File: src/rtl/mer_pkg.sv
package mer_pkg;
    // sensor register map
    localparam logic [7:0] ADDR_EVENT = 8'h02;
    localparam logic [7:0] ADDR_DX = 8'h03;
    localparam logic [7:0] ADDR_DY = 8'h04;
    localparam logic [7:0] ADDR_SURFACE_QUALITY = 8'h05;
    localparam logic [7:0] ADDR_EXP_HI = 8'h06;
    localparam logic [7:0] ADDR_EXP_LO = 8'h07;
    localparam logic [7:0] ADDR_PIXEL = 8'h0B;
    localparam logic [7:0] ADDR_BUTTON = 8'h12;
    localparam logic [7:0] ADDR_FINGER = 8'h7A;
    localparam logic [7:0] ADDR_TAP = 8'h7F;
    // event flag bit positions
    localparam int EV_MOTION = 7;
    localparam int EV_PIX_RDY = 6;
    localparam int EV_PIX_FIRST = 5;
    localparam int EV_OVF = 4;
    localparam int EV_RESET = 3;
    localparam int EV_BUTTON = 2;
    localparam int EV_TAP = 1;
    localparam int EV_FINGER = 0;
    // motion accumulation
    localparam int ACC_W = 12;
    localparam logic signed [ACC_W-1:0] ACC_MAX = 12'sh7FF;
    localparam logic signed [ACC_W-1:0] ACC_MIN = 12'sh800;
    localparam logic signed [ACC_W-1:0] REP_MAX = 12'sh07F;
    localparam logic signed [ACC_W-1:0] REP_MIN = 12'shF80;
    localparam logic [7:0] SURFACE_QUALITY_MAX = 8'hA7;
    // controller registers, byte addresses
    localparam logic [7:0] CSR_CTRL = 8'h00;
    localparam logic [7:0] CSR_STATUS = 8'h04;
    localparam logic [7:0] CSR_MOTION = 8'h08;
    localparam logic [7:0] CSR_EXPOSURE = 8'h0C;
    localparam logic [7:0] CSR_IRQ_STATUS = 8'h10;
    localparam logic [7:0] CSR_IRQ_MASK = 8'h14;
    localparam int CTRL_OP_LSB = 0;
    localparam int CTRL_ADDR_LSB = 8;
    localparam int CTRL_DATA_LSB = 16;
    localparam logic [1:0] OP_READ = 2'h0;
    localparam logic [1:0] OP_WRITE = 2'h1;
    localparam logic [1:0] OP_POLL = 2'h2;
    localparam logic [1:0] OP_EXPO = 2'h3;
    localparam int IRQ_W = 3;
    localparam int IRQ_DONE = 0;
    localparam int IRQ_MOTION = 1;
    localparam int IRQ_OVF = 2;
    localparam logic [1:0] RESP_OKAY = 2'h0;
    localparam logic [1:0] RESP_SLVERR = 2'h2;
    localparam logic [3:0] STRB_ALL = 4'hF;
endpackage

File: src/rtl/mer_link_if.sv
`timescale 1ns/1ps
interface mer_link_if;
    logic req;
    logic we;
    logic [7:0] addr;
    logic [7:0] wdata;
    logic ack;
    logic [7:0] rdata;
    modport device (input req, we, addr, wdata, output ack, rdata);
    modport host (output req, we, addr, wdata, input ack, rdata);
endinterface

File: src/rtl/mer_device.sv
// Contract
// - eight event flags, motion down to finger
// - event write clears motion, overflow, counts
// - host reads flags before motion counts
// - wide accumulators, overflow sets overflow flag
// - overflow clears after read, not full
// - host repeats reads until motion clear
// - pixel ready flag before pixel read
// - pixel first on port write or wrap
// - reset sets flag, event write clears
// - button click flag, cleared by read
// - tap click flag, cleared by read
// - finger toggle flag, cleared by read
// - motion flag follows pending motion data
// - X count saturating, read takes reported part out
// - Y count saturating, read takes reported part out
// - host reads X then Y together
// - surface quality upper bits, max 167
// - exposure sixteen bits, high then low
`timescale 1ns/1ps
module mer_device (
    // register link
    mer_link_if.device link,
    // clock and reset
    input wire logic aclk,
    input wire logic aresetn,
    // sensor core
    input wire logic soft_reset,
    input wire logic motion_valid,
    input wire logic signed [7:0] motion_dx,
    input wire logic signed [7:0] motion_dy,
    input wire logic [8:0] feature_count,
    input wire logic [15:0] exposure,
    // detectors
    input wire logic button_click,
    input wire logic tap_click,
    input wire logic finger_present,
    input wire logic [7:0] button_state,
    input wire logic [7:0] tap_state,
    // pixel readout
    input wire logic pixel_valid,
    input wire logic [7:0] pixel_byte,
    input wire logic pixel_wrap,
    output logic pixel_restart,
    output logic pixel_advance
);

    ////////////////////////////////////////////////////////////////////////////
    function automatic logic hit(input logic t, input logic [7:0] a, input logic [7:0] r);
        return t && (a == r);
    endfunction

    function automatic logic [7:0] sat8(input logic signed [mer_pkg::ACC_W-1:0] v);
        if (v > mer_pkg::REP_MAX) begin
            return mer_pkg::REP_MAX[7:0];
        end
        if (v < mer_pkg::REP_MIN) begin
            return mer_pkg::REP_MIN[7:0];
        end
        return v[7:0];
    endfunction

    logic take;
    logic rd;
    logic wr;
    logic wr_event;
    logic rd_pixel;
    logic [1:0] rd_axis;
    logic [1:0] sat_axis;
    logic [1:0] full_axis;
    logic signed [mer_pkg::ACC_W-1:0] acc [2];
    logic signed [7:0] delta [2];
    logic [7:0] rep [2];
    logic motion_flag;
    logic overflow_flag;
    logic reset_seen_flag;
    logic finger_prev;
    logic [4:0] sticky;
    logic [4:0] sticky_set;
    logic [4:0] sticky_clr;
    logic [7:0] exp_low_hold;
    logic [7:0] surface_quality;
    logic [7:0] event_byte;
    logic [7:0] next_rdata;

    // a request is taken once; the ack cycle masks the still-high req
    assign take = link.req && !link.ack;
    assign rd = take && !link.we;
    assign wr = take && link.we;
    assign wr_event = hit(wr, link.addr, mer_pkg::ADDR_EVENT);
    assign rd_pixel = hit(rd, link.addr, mer_pkg::ADDR_PIXEL);
    assign rd_axis[0] = hit(rd, link.addr, mer_pkg::ADDR_DX);
    assign rd_axis[1] = hit(rd, link.addr, mer_pkg::ADDR_DY);
    assign delta[0] = motion_dx;
    assign delta[1] = motion_dy;

    ////////////////////////////////////////////////////////////////////////////
    // motion accumulators, one per axis
    for (genvar g = 0; g < 2; g++) begin : g_axis
        logic signed [mer_pkg::ACC_W:0] base;
        logic signed [mer_pkg::ACC_W:0] sum;

        assign rep[g] = sat8(acc[g]);

        always_comb begin
            base = {acc[g][mer_pkg::ACC_W-1], acc[g]};
            // read takes the reported part out
            if (rd_axis[g]) begin
                base = base - {{(mer_pkg::ACC_W-7){rep[g][7]}}, rep[g]};
            end
            if (wr_event) begin
                base = '0;
            end
            // new motion still lands in a clearing cycle
            if (motion_valid) begin
                sum = base + {{(mer_pkg::ACC_W-7){delta[g][7]}}, delta[g]};
            end else begin
                sum = base;
            end
        end

        // overflow detect on the wide buffer
        assign sat_axis[g] = (sum > $signed({mer_pkg::ACC_MAX[mer_pkg::ACC_W-1], mer_pkg::ACC_MAX}))
            || (sum < $signed({mer_pkg::ACC_MIN[mer_pkg::ACC_W-1], mer_pkg::ACC_MIN}));
        assign full_axis[g] = sat_axis[g] || (sum[mer_pkg::ACC_W-1:0] == mer_pkg::ACC_MAX)
            || (sum[mer_pkg::ACC_W-1:0] == mer_pkg::ACC_MIN);

        always_ff @(posedge aclk) begin
            if (!aresetn) begin
                acc[g] <= '0;
            end else if (sat_axis[g]) begin
                acc[g] <= sum[mer_pkg::ACC_W] ? mer_pkg::ACC_MIN : mer_pkg::ACC_MAX;
            end else begin
                acc[g] <= sum[mer_pkg::ACC_W-1:0];
            end
        end
    end

    // set while any motion is pending
    assign motion_flag = (acc[0] != '0) || (acc[1] != '0);

    ////////////////////////////////////////////////////////////////////////////
    // overflow: a new overflow wins over any clear
    always_ff @(posedge aclk) begin
        if (!aresetn) begin
            overflow_flag <= 1'b0;
        end else if (|sat_axis) begin
            overflow_flag <= 1'b1;
        end else if (wr_event) begin
            overflow_flag <= 1'b0;
        end else if ((|rd_axis) && !(|full_axis)) begin
            overflow_flag <= 1'b0;
        end
    end

    always_ff @(posedge aclk) begin
        if (!aresetn) begin
            reset_seen_flag <= 1'b1;
        end else if (soft_reset) begin
            reset_seen_flag <= 1'b1;
        end else if (wr_event) begin
            reset_seen_flag <= 1'b0;
        end
    end

    always_ff @(posedge aclk) begin
        if (!aresetn) begin
            finger_prev <= 1'b0;
        end else begin
            finger_prev <= finger_present;
        end
    end

    ////////////////////////////////////////////////////////////////////////////
    // sticky flags: 4 pixel first, 3 pixel ready, 2 button, 1 tap, 0 finger
    // port write or wrap
    assign sticky_set[4] = hit(wr, link.addr, mer_pkg::ADDR_PIXEL) || pixel_wrap;
    assign sticky_set[3] = pixel_valid;
    assign sticky_set[2] = button_click;
    assign sticky_set[1] = tap_click;
    assign sticky_set[0] = finger_prev != finger_present;
    assign sticky_clr[4] = rd_pixel;
    assign sticky_clr[3] = rd_pixel;
    assign sticky_clr[2] = hit(rd, link.addr, mer_pkg::ADDR_BUTTON);
    assign sticky_clr[1] = hit(rd, link.addr, mer_pkg::ADDR_TAP);
    assign sticky_clr[0] = hit(rd, link.addr, mer_pkg::ADDR_FINGER);

    for (genvar s = 0; s < 5; s++) begin : g_sticky
        always_ff @(posedge aclk) begin
            if (!aresetn) begin
                sticky[s] <= 1'b0;
            end else if (sticky_set[s]) begin
                sticky[s] <= 1'b1;
            end else if (sticky_clr[s]) begin
                sticky[s] <= 1'b0;
            end
        end
    end

    ////////////////////////////////////////////////////////////////////////////
    // low byte frozen at the high byte read, so the pair is coherent
    always_ff @(posedge aclk) begin
        if (!aresetn) begin
            exp_low_hold <= '0;
        end else if (hit(rd, link.addr, mer_pkg::ADDR_EXP_HI)) begin
            exp_low_hold <= exposure[7:0];
        end
    end

    assign surface_quality = (feature_count[8:1] > mer_pkg::SURFACE_QUALITY_MAX) ? mer_pkg::SURFACE_QUALITY_MAX : feature_count[8:1];

    always_comb begin
        event_byte = '0;
        event_byte[mer_pkg::EV_MOTION] = motion_flag;
        event_byte[mer_pkg::EV_PIX_RDY] = sticky[3];
        event_byte[mer_pkg::EV_PIX_FIRST] = sticky[4];
        event_byte[mer_pkg::EV_OVF] = overflow_flag;
        event_byte[mer_pkg::EV_RESET] = reset_seen_flag;
        event_byte[mer_pkg::EV_BUTTON] = sticky[2];
        event_byte[mer_pkg::EV_TAP] = sticky[1];
        event_byte[mer_pkg::EV_FINGER] = sticky[0];
    end

    always_comb begin
        next_rdata = '0;
        case (link.addr)
            mer_pkg::ADDR_EVENT: next_rdata = event_byte;
            mer_pkg::ADDR_DX: next_rdata = rep[0];
            mer_pkg::ADDR_DY: next_rdata = rep[1];
            mer_pkg::ADDR_SURFACE_QUALITY: next_rdata = surface_quality;
            mer_pkg::ADDR_EXP_HI: next_rdata = exposure[15:8];
            mer_pkg::ADDR_EXP_LO: next_rdata = exp_low_hold;
            mer_pkg::ADDR_PIXEL: next_rdata = pixel_byte;
            mer_pkg::ADDR_BUTTON: next_rdata = button_state;
            mer_pkg::ADDR_TAP: next_rdata = tap_state;
            mer_pkg::ADDR_FINGER: next_rdata = {7'h00, finger_present};
            default: next_rdata = '0;
        endcase
    end

    ////////////////////////////////////////////////////////////////////////////
    always_ff @(posedge aclk) begin
        if (!aresetn) begin
            link.ack <= 1'b0;
            link.rdata <= '0;
        end else begin
            link.ack <= take;
            if (rd) begin
                link.rdata <= next_rdata;
            end
        end
    end

    always_ff @(posedge aclk) begin
        if (!aresetn) begin
            pixel_restart <= 1'b0;
            pixel_advance <= 1'b0;
        end else begin
            pixel_restart <= hit(wr, link.addr, mer_pkg::ADDR_PIXEL);
            pixel_advance <= rd_pixel;
        end
    end

endmodule

File: src/flat_wrapper.sv
// flat-port wrapper written by rule: the top's interface ports become plain ports
module mer_device_flat 
  (aclk, aresetn, soft_reset, motion_valid, motion_dx, motion_dy, feature_count, exposure, button_click, tap_click, finger_present, button_state, tap_state, pixel_valid, pixel_byte, pixel_wrap, pixel_restart, pixel_advance, link_req, link_we, link_addr, link_wdata, link_ack, link_rdata);
  mer_link_if link_i ();
  input wire logic aclk;
  input wire logic aresetn;
  input wire logic soft_reset;
  input wire logic motion_valid;
  input wire logic signed [7:0] motion_dx;
  input wire logic signed [7:0] motion_dy;
  input wire logic [8:0] feature_count;
  input wire logic [15:0] exposure;
  input wire logic button_click;
  input wire logic tap_click;
  input wire logic finger_present;
  input wire logic [7:0] button_state;
  input wire logic [7:0] tap_state;
  input wire logic pixel_valid;
  input wire logic [7:0] pixel_byte;
  input wire logic pixel_wrap;
  output logic pixel_restart;
  output logic pixel_advance;
  input wire logic [$bits(link_i.req)-1:0] link_req;
  input wire logic [$bits(link_i.we)-1:0] link_we;
  input wire logic [$bits(link_i.addr)-1:0] link_addr;
  input wire logic [$bits(link_i.wdata)-1:0] link_wdata;
  output wire logic [$bits(link_i.ack)-1:0] link_ack;
  output wire logic [$bits(link_i.rdata)-1:0] link_rdata;
  assign link_i.req = link_req;
  assign link_i.we = link_we;
  assign link_i.addr = link_addr;
  assign link_i.wdata = link_wdata;
  assign link_ack = link_i.ack;
  assign link_rdata = link_i.rdata;
  mer_device u_core (.link(link_i), .aclk(aclk), .aresetn(aresetn), .soft_reset(soft_reset), .motion_valid(motion_valid), .motion_dx(motion_dx), .motion_dy(motion_dy), .feature_count(feature_count), .exposure(exposure), .button_click(button_click), .tap_click(tap_click), .finger_present(finger_present), .button_state(button_state), .tap_state(tap_state), .pixel_valid(pixel_valid), .pixel_byte(pixel_byte), .pixel_wrap(pixel_wrap), .pixel_restart(pixel_restart), .pixel_advance(pixel_advance));
endmodule
File: config.mk
export PLATFORM = sky130hd
export DESIGN_NAME = mer_device_flat
export DESIGN_NICKNAME = d
export VERILOG_FILES = /design/src/rtl/mer_pkg.sv /design/src/rtl/mer_link_if.sv /design/src/rtl/mer_device.sv /design/src/flat_wrapper.sv
export SDC_FILE = /design/constraint.sdc
export NUM_CORES = 1
export LEC_CHECK = 0
export CAP_MARGIN = 20
export CORE_ASPECT_RATIO = 0.6
export CORE_UTILIZATION = 45
export DETAILED_ROUTE_END_ITERATION = 7
export DONT_BUFFER_PORTS = 1
export GPL_ROUTABILITY_DRIVEN = 0
export MAX_ROUTING_LAYER = met4
export PLACE_DENSITY = 0.62
export SKIP_CTS_REPAIR_TIMING = 1
export SYNTH_ARGS = -nofsm -noshare
export SYNTH_HDL_FRONTEND = slang
export SYNTH_SLANG_ARGS = --single-unit
File: constraint.sdc
create_clock -name aclk -period 11.55 [get_ports aclk]
set_input_delay 0 -clock aclk [delete_from_list [all_inputs] [get_ports aclk]]
set_output_delay 0 -clock aclk [all_outputs]
set_load 0.02 [all_outputs]
==> out/qor.txt <==
PWR
--------------------------------------------------------------------------------
Part of the power in registers ....................................        27.3%
Fraction of power consumed by combinational cells .................        53.3%
Clk pwr share .....................................................        19.3%
Sw power ..........................................................     371.3 uW
Worst IR drop on VDD ..............................................   0.06940 mV
P_int .............................................................     501.2 uW
Cell Pwr Density .................................................. 133.4 mW/mm^2
Leakage ...........................................................  0.002473 uW
Proportion of total power due to net switching ....................       42.56%

LOGIC SYNTHESIS
--------------------------------------------------------------------------------
Mapped Cells ......................................................          759
Synthesized-area fraction occupied by and/or/nand/nor cells .......       26.26%
Post-synth top flop ............................................... sky130_fd_sc_hd__dfxtp_1
Compound-gate portion of the synthesized area .....................       31.24%
Largest cells by area after synthesis ............................. sky130_fd_sc_hd__edfxtp_1 (12%), sky130_fd_sc_hd__ha_1 (10%), sky130_fd_sc_hd__dfxtp_1 (9.0%)
Adder and majority cell fraction of the synthesized area ..........       11.32%
Ys async rst share ................................................           0%
Dominant combinational cell family by area after synthesis ........ compound AO/OA/AOI/OAI gates
Summed instance area of the synthesized netlist ................... 0.006012 sq mm
Post-Syn Area per Cell ............................................  7.921 sq um
Xor and xnor fraction of the mapped netlist area ..................       4.037%
Number of synthesized flops with an enable pin ....................           24
Synth warnings ....................................................            0
Share of synthesized area occupied by flip-flops and latches ......       20.98%
#FFs+latches synth ................................................           51
Most used standard cells in the synthesized netlist ............... sky130_fd_sc_hd__nand2_1 (93), sky130_fd_sc_hd__o21ai_0 (54), sky130_fd_sc_hd__ha_1 (48), sky130_fd_sc_hd__a21oi_1 (45), sky130_fd_sc_hd__nor2_1 (44)
Cell taking the most area after synthesis ......................... sky130_fd_sc_hd__edfxtp_1
Mux share of post-synthesis cell area .............................       2.331%
Yosys cell types ..................................................           91
Area share of the leading cell type in the synthesized netlist ....       11.99%
Most frequent cell after synthesis ................................ sky130_fd_sc_hd__nand2_1

ROUTING
--------------------------------------------------------------------------------
Post-route DRC violation count ....................................            0
Violation count after the first detailed-routing iteration ........          728
Pre-antenna DRT Iters .............................................            8
Drt total wl ...................................................... 18710 microns
Vias per std cell .................................................        6.536
Final ANT Viol Nets ...............................................            0
Total number of vias ..............................................         6203
Average detailed-routed wire length per instance .................. 19.71 microns

CTS
--------------------------------------------------------------------------------
CTS H-tree lvls ...................................................            2
Cts bufs inserted .................................................            5
Worst-path clk slew ...............................................        70 ps
Worst skew pair latency ...........................................       300 ps
Largest buffer count on any clock path ............................            2
Clock root buffer master .......................................... sky130_fd_sc_hd__clkbuf_16
# clock sinks .....................................................           51
CTS tree ..........................................................        built

GRT
--------------------------------------------------------------------------------
Wire length of the first global-routing pass ...................... 28730 microns
Most heavily used metal layer in global routing ...................         met2
Global route total overflow .......................................            0
Global-route total usage across every layer .......................       27.36%
Met2 GRT Util .....................................................       40.33%
Number of antenna violations at the first check in global routing .            0
GR met1 Demand/Resource ...........................................       39.88%
Vias in the first global route ....................................         5458
Met3 Usage GRT ....................................................       4.020%
Pin count of the biggest net entering global routing ..............           49

RUN STATUS
--------------------------------------------------------------------------------
Status ............................................................    completed

TIMING
--------------------------------------------------------------------------------
Final worst path period share .....................................       54.48%
Hold violation total from the final report ........................            0
Skew final ........................................................     13.23 ps
Unrepaired setup endpoints after global routing ...................           no
F_max .............................................................   0.1589 GHz
Setup-violating endpoint count in the final report ................            0
Max Transition Viols Final ........................................            0
Max_slew headroom .................................................       24.78%
Transition time at the pin with the least slew margin .............      1120 ps
Clock period minus final worst setup slack ........................      6292 ps
Aggregate negative setup slack ....................................         0 ps

FINISH
--------------------------------------------------------------------------------
NumNets Final .....................................................          922
Final antenna diode count .........................................            0
Post-route design area ............................................ 0.006543 sq mm
Fraction of layout instances using a drive strength above 1 .......       5.777%
P&R area growth vs syn ............................................       8.824%

PLACEMENT
--------------------------------------------------------------------------------
Buffers on Ports ..................................................            0
Placed inst area .................................................. 0.006197 sq mm
Final HPWL from detailed placement ................................ 14480 microns

SETUP PATH
--------------------------------------------------------------------------------
Endpoint type of the worst setup path .............................    flip-flop
Crit path DAT .....................................................      6350 ps
Worst path required time ..........................................     11610 ps
Startpoint types ..................................................    flip-flop
Maximum fanout encountered on the critical timing path ............           11
Worst Setup Path Type ............................................. flip-flop to flip-flop

DIE
--------------------------------------------------------------------------------
Area of the core .................................................. 0.01293 sq mm
Die H ............................................................. 91.53 microns
Die area .......................................................... 0.01384 sq mm
Starting utilization of the core area .............................       46.49%
Count of pins on the block boundary ...............................          103
Die outline width ................................................. 151.2 microns
Standard-cell rows ................................................           32

JOB
--------------------------------------------------------------------------------
Max_cap viols .....................................................            0

HOLD PATH
--------------------------------------------------------------------------------
Type of the most critical hold path ............................... primary input to flip-flop

[cell usage in the layout, fill, tap and decap left out, types with 9 or more instances in the layout]
| cell type | Yosys | routed |
|---|---|---|
| sky130_fd_sc_hd__dfxtp_1 | 27 | 27 |
| sky130_fd_sc_hd__o22ai_1 | 16 | 16 |
| sky130_fd_sc_hd__a21oi_1 | 45 | 45 |
| sky130_fd_sc_hd__ha_1 | 48 | 48 |
| sky130_fd_sc_hd__a31oi_1 | 12 | 12 |
| sky130_fd_sc_hd__a21o_1 | 9 | 9 |
| sky130_fd_sc_hd__nand4_1 | 16 | 16 |
| sky130_fd_sc_hd__nor3_1 | 16 | 16 |
| sky130_fd_sc_hd__nand2b_1 | 10 | 10 |
| sky130_fd_sc_hd__o21a_1 | 15 | 15 |
| sky130_fd_sc_hd__dlygate4sd3_1 | 0 | 16 |
| sky130_fd_sc_hd__edfxtp_1 | 24 | 24 |
| sky130_fd_sc_hd__xnor2_1 | 12 | 12 |
| sky130_fd_sc_hd__nor4_1 | 10 | 10 |
| sky130_fd_sc_hd__xor2_1 | 12 | 12 |
| sky130_fd_sc_hd__and2_1 | 18 | 18 |
| sky130_fd_sc_hd__nor2_1 | 44 | 44 |
| sky130_fd_sc_hd__nor2b_1 | 12 | 12 |
| sky130_fd_sc_hd__nand3_1 | 18 | 18 |
| sky130_fd_sc_hd__inv_1 | 23 | 23 |
| sky130_fd_sc_hd__a22oi_1 | 14 | 14 |
| sky130_fd_sc_hd__a21boi_0 | 21 | 21 |
| sky130_fd_sc_hd__o21ai_0 | 54 | 54 |
| sky130_fd_sc_hd__nand2_1 | 93 | 93 |
| sky130_fd_sc_hd__conb_1 | 1 | 24 |
[metal layers]
| metal | vias to the layer above | share of wire [%] |
|---|---|---|
| met2 | 266 | 44 |
| met1 | 2966 | 48 |
| li1 | 2953 | - |
| met5 | - | 0 |
| met4 | 0 | 0.82 |
| met3 | 18 | 8.0 |
[flip-flops by register name, indices dropped and copies added, names as in the netlist]
name                    count
u_core.acc                 24
u_core.exp_low_hold         8
u_core.link.rdata           8
u_core.event_byte           5
u_core.finger_prev          1
u_core.link.ack             1
u_core.overflow_flag        1
u_core.pixel_advance        1
u_core.pixel_restart        1
u_core.reset_seen_flag      1
[final timing paths]
| path | from | end | slack (ps) | cells after the start |
|---|---|---|---|---|
| max | u_core.acc[1][10] | u_core.acc[1][9] | 5260 | 21 |
| min | exposure[11] | u_core.link.rdata[3] | 20 | 4 |
| max reg2reg | u_core.acc[1][10] | u_core.acc[1][9] | 5260 | 21 |
| min reg2reg | u_core.exp_low_hold[4] | u_core.exp_low_hold[4] | 470 | 2 |
[final cells by class]
type                       instances  area (sq um)
tap                              170         212.7
timing repair buffer              20         202.7
clock buffer                       6         150.1
inverter                          24         90.09
sequential                        51          1261
fill                            1258          6390
clock inverter                     2         15.01
multi-input combinational        676          4611
[cell families after synthesis]
| logic type | Yosys count |
|---|---|
| AND/OR/NAND/NOR | 292 |
| AO/OA/AOI/OAI | 269 |
| buffers and inverters | 55 |
| adder cells (fa/ha/maj) | 52 |
| flip-flops | 51 |
| XOR/XNOR | 26 |
| multiplexers | 13 |
| other | 1 |
[critical path, cell delays in order (launching register included)]
cell and delay, ps:
sky130_fd_sc_hd__edfxtp_1 450, sky130_fd_sc_hd__nor4_1 740, sky130_fd_sc_hd__nor2_1 250, sky130_fd_sc_hd__o21ai_0 550
sky130_fd_sc_hd__ha_1 340, sky130_fd_sc_hd__nor2b_1 140, sky130_fd_sc_hd__o2111ai_1 230, sky130_fd_sc_hd__nand3_1 180
sky130_fd_sc_hd__o21a_1 150, sky130_fd_sc_hd__xnor2_1 140, sky130_fd_sc_hd__a21oi_1 120, sky130_fd_sc_hd__and2_1 210
sky130_fd_sc_hd__ha_1 330, sky130_fd_sc_hd__a2111o_1 460, sky130_fd_sc_hd__o211ai_1 190, sky130_fd_sc_hd__nand2_1 110
sky130_fd_sc_hd__a31oi_1 210, sky130_fd_sc_hd__mux2i_1 230, sky130_fd_sc_hd__xor2_1 140, sky130_fd_sc_hd__nor2_1 460
sky130_fd_sc_hd__o21ai_0 220, sky130_fd_sc_hd__and2_1 200
[metrics by stage]
step | hold slack (ps) | power [uW] | setup slack (ps) | std cells | util (%)
3_5_place_dp | 98.84 | 688.1 | 5426 | 924 | 47.92
5_1_grt | 29.96 | 935.3 | 4777 | 949 | 50.59
4_1_cts | -208.9 | 858.5 | 5401 | 932 | 49.20
3_3_place_gp | 99.00 | 672.0 | 5591 | 923 | 47.86
6_report | 22.77 | 872.5 | 5258 | 949 | 50.59
2_1_floorplan | 105.9 | 593.5 | 6705 | 782 | -
[power groups by stage]
stage	combinational, uW	sequential, uW	clock (uW)
floorplan	363	231	0
global placement	431	241	0
detailed placement	447	241	0
CTS	451	237	170
global route	517	240	178
finish	465	239	169
(Power assumes the default switching activity.)
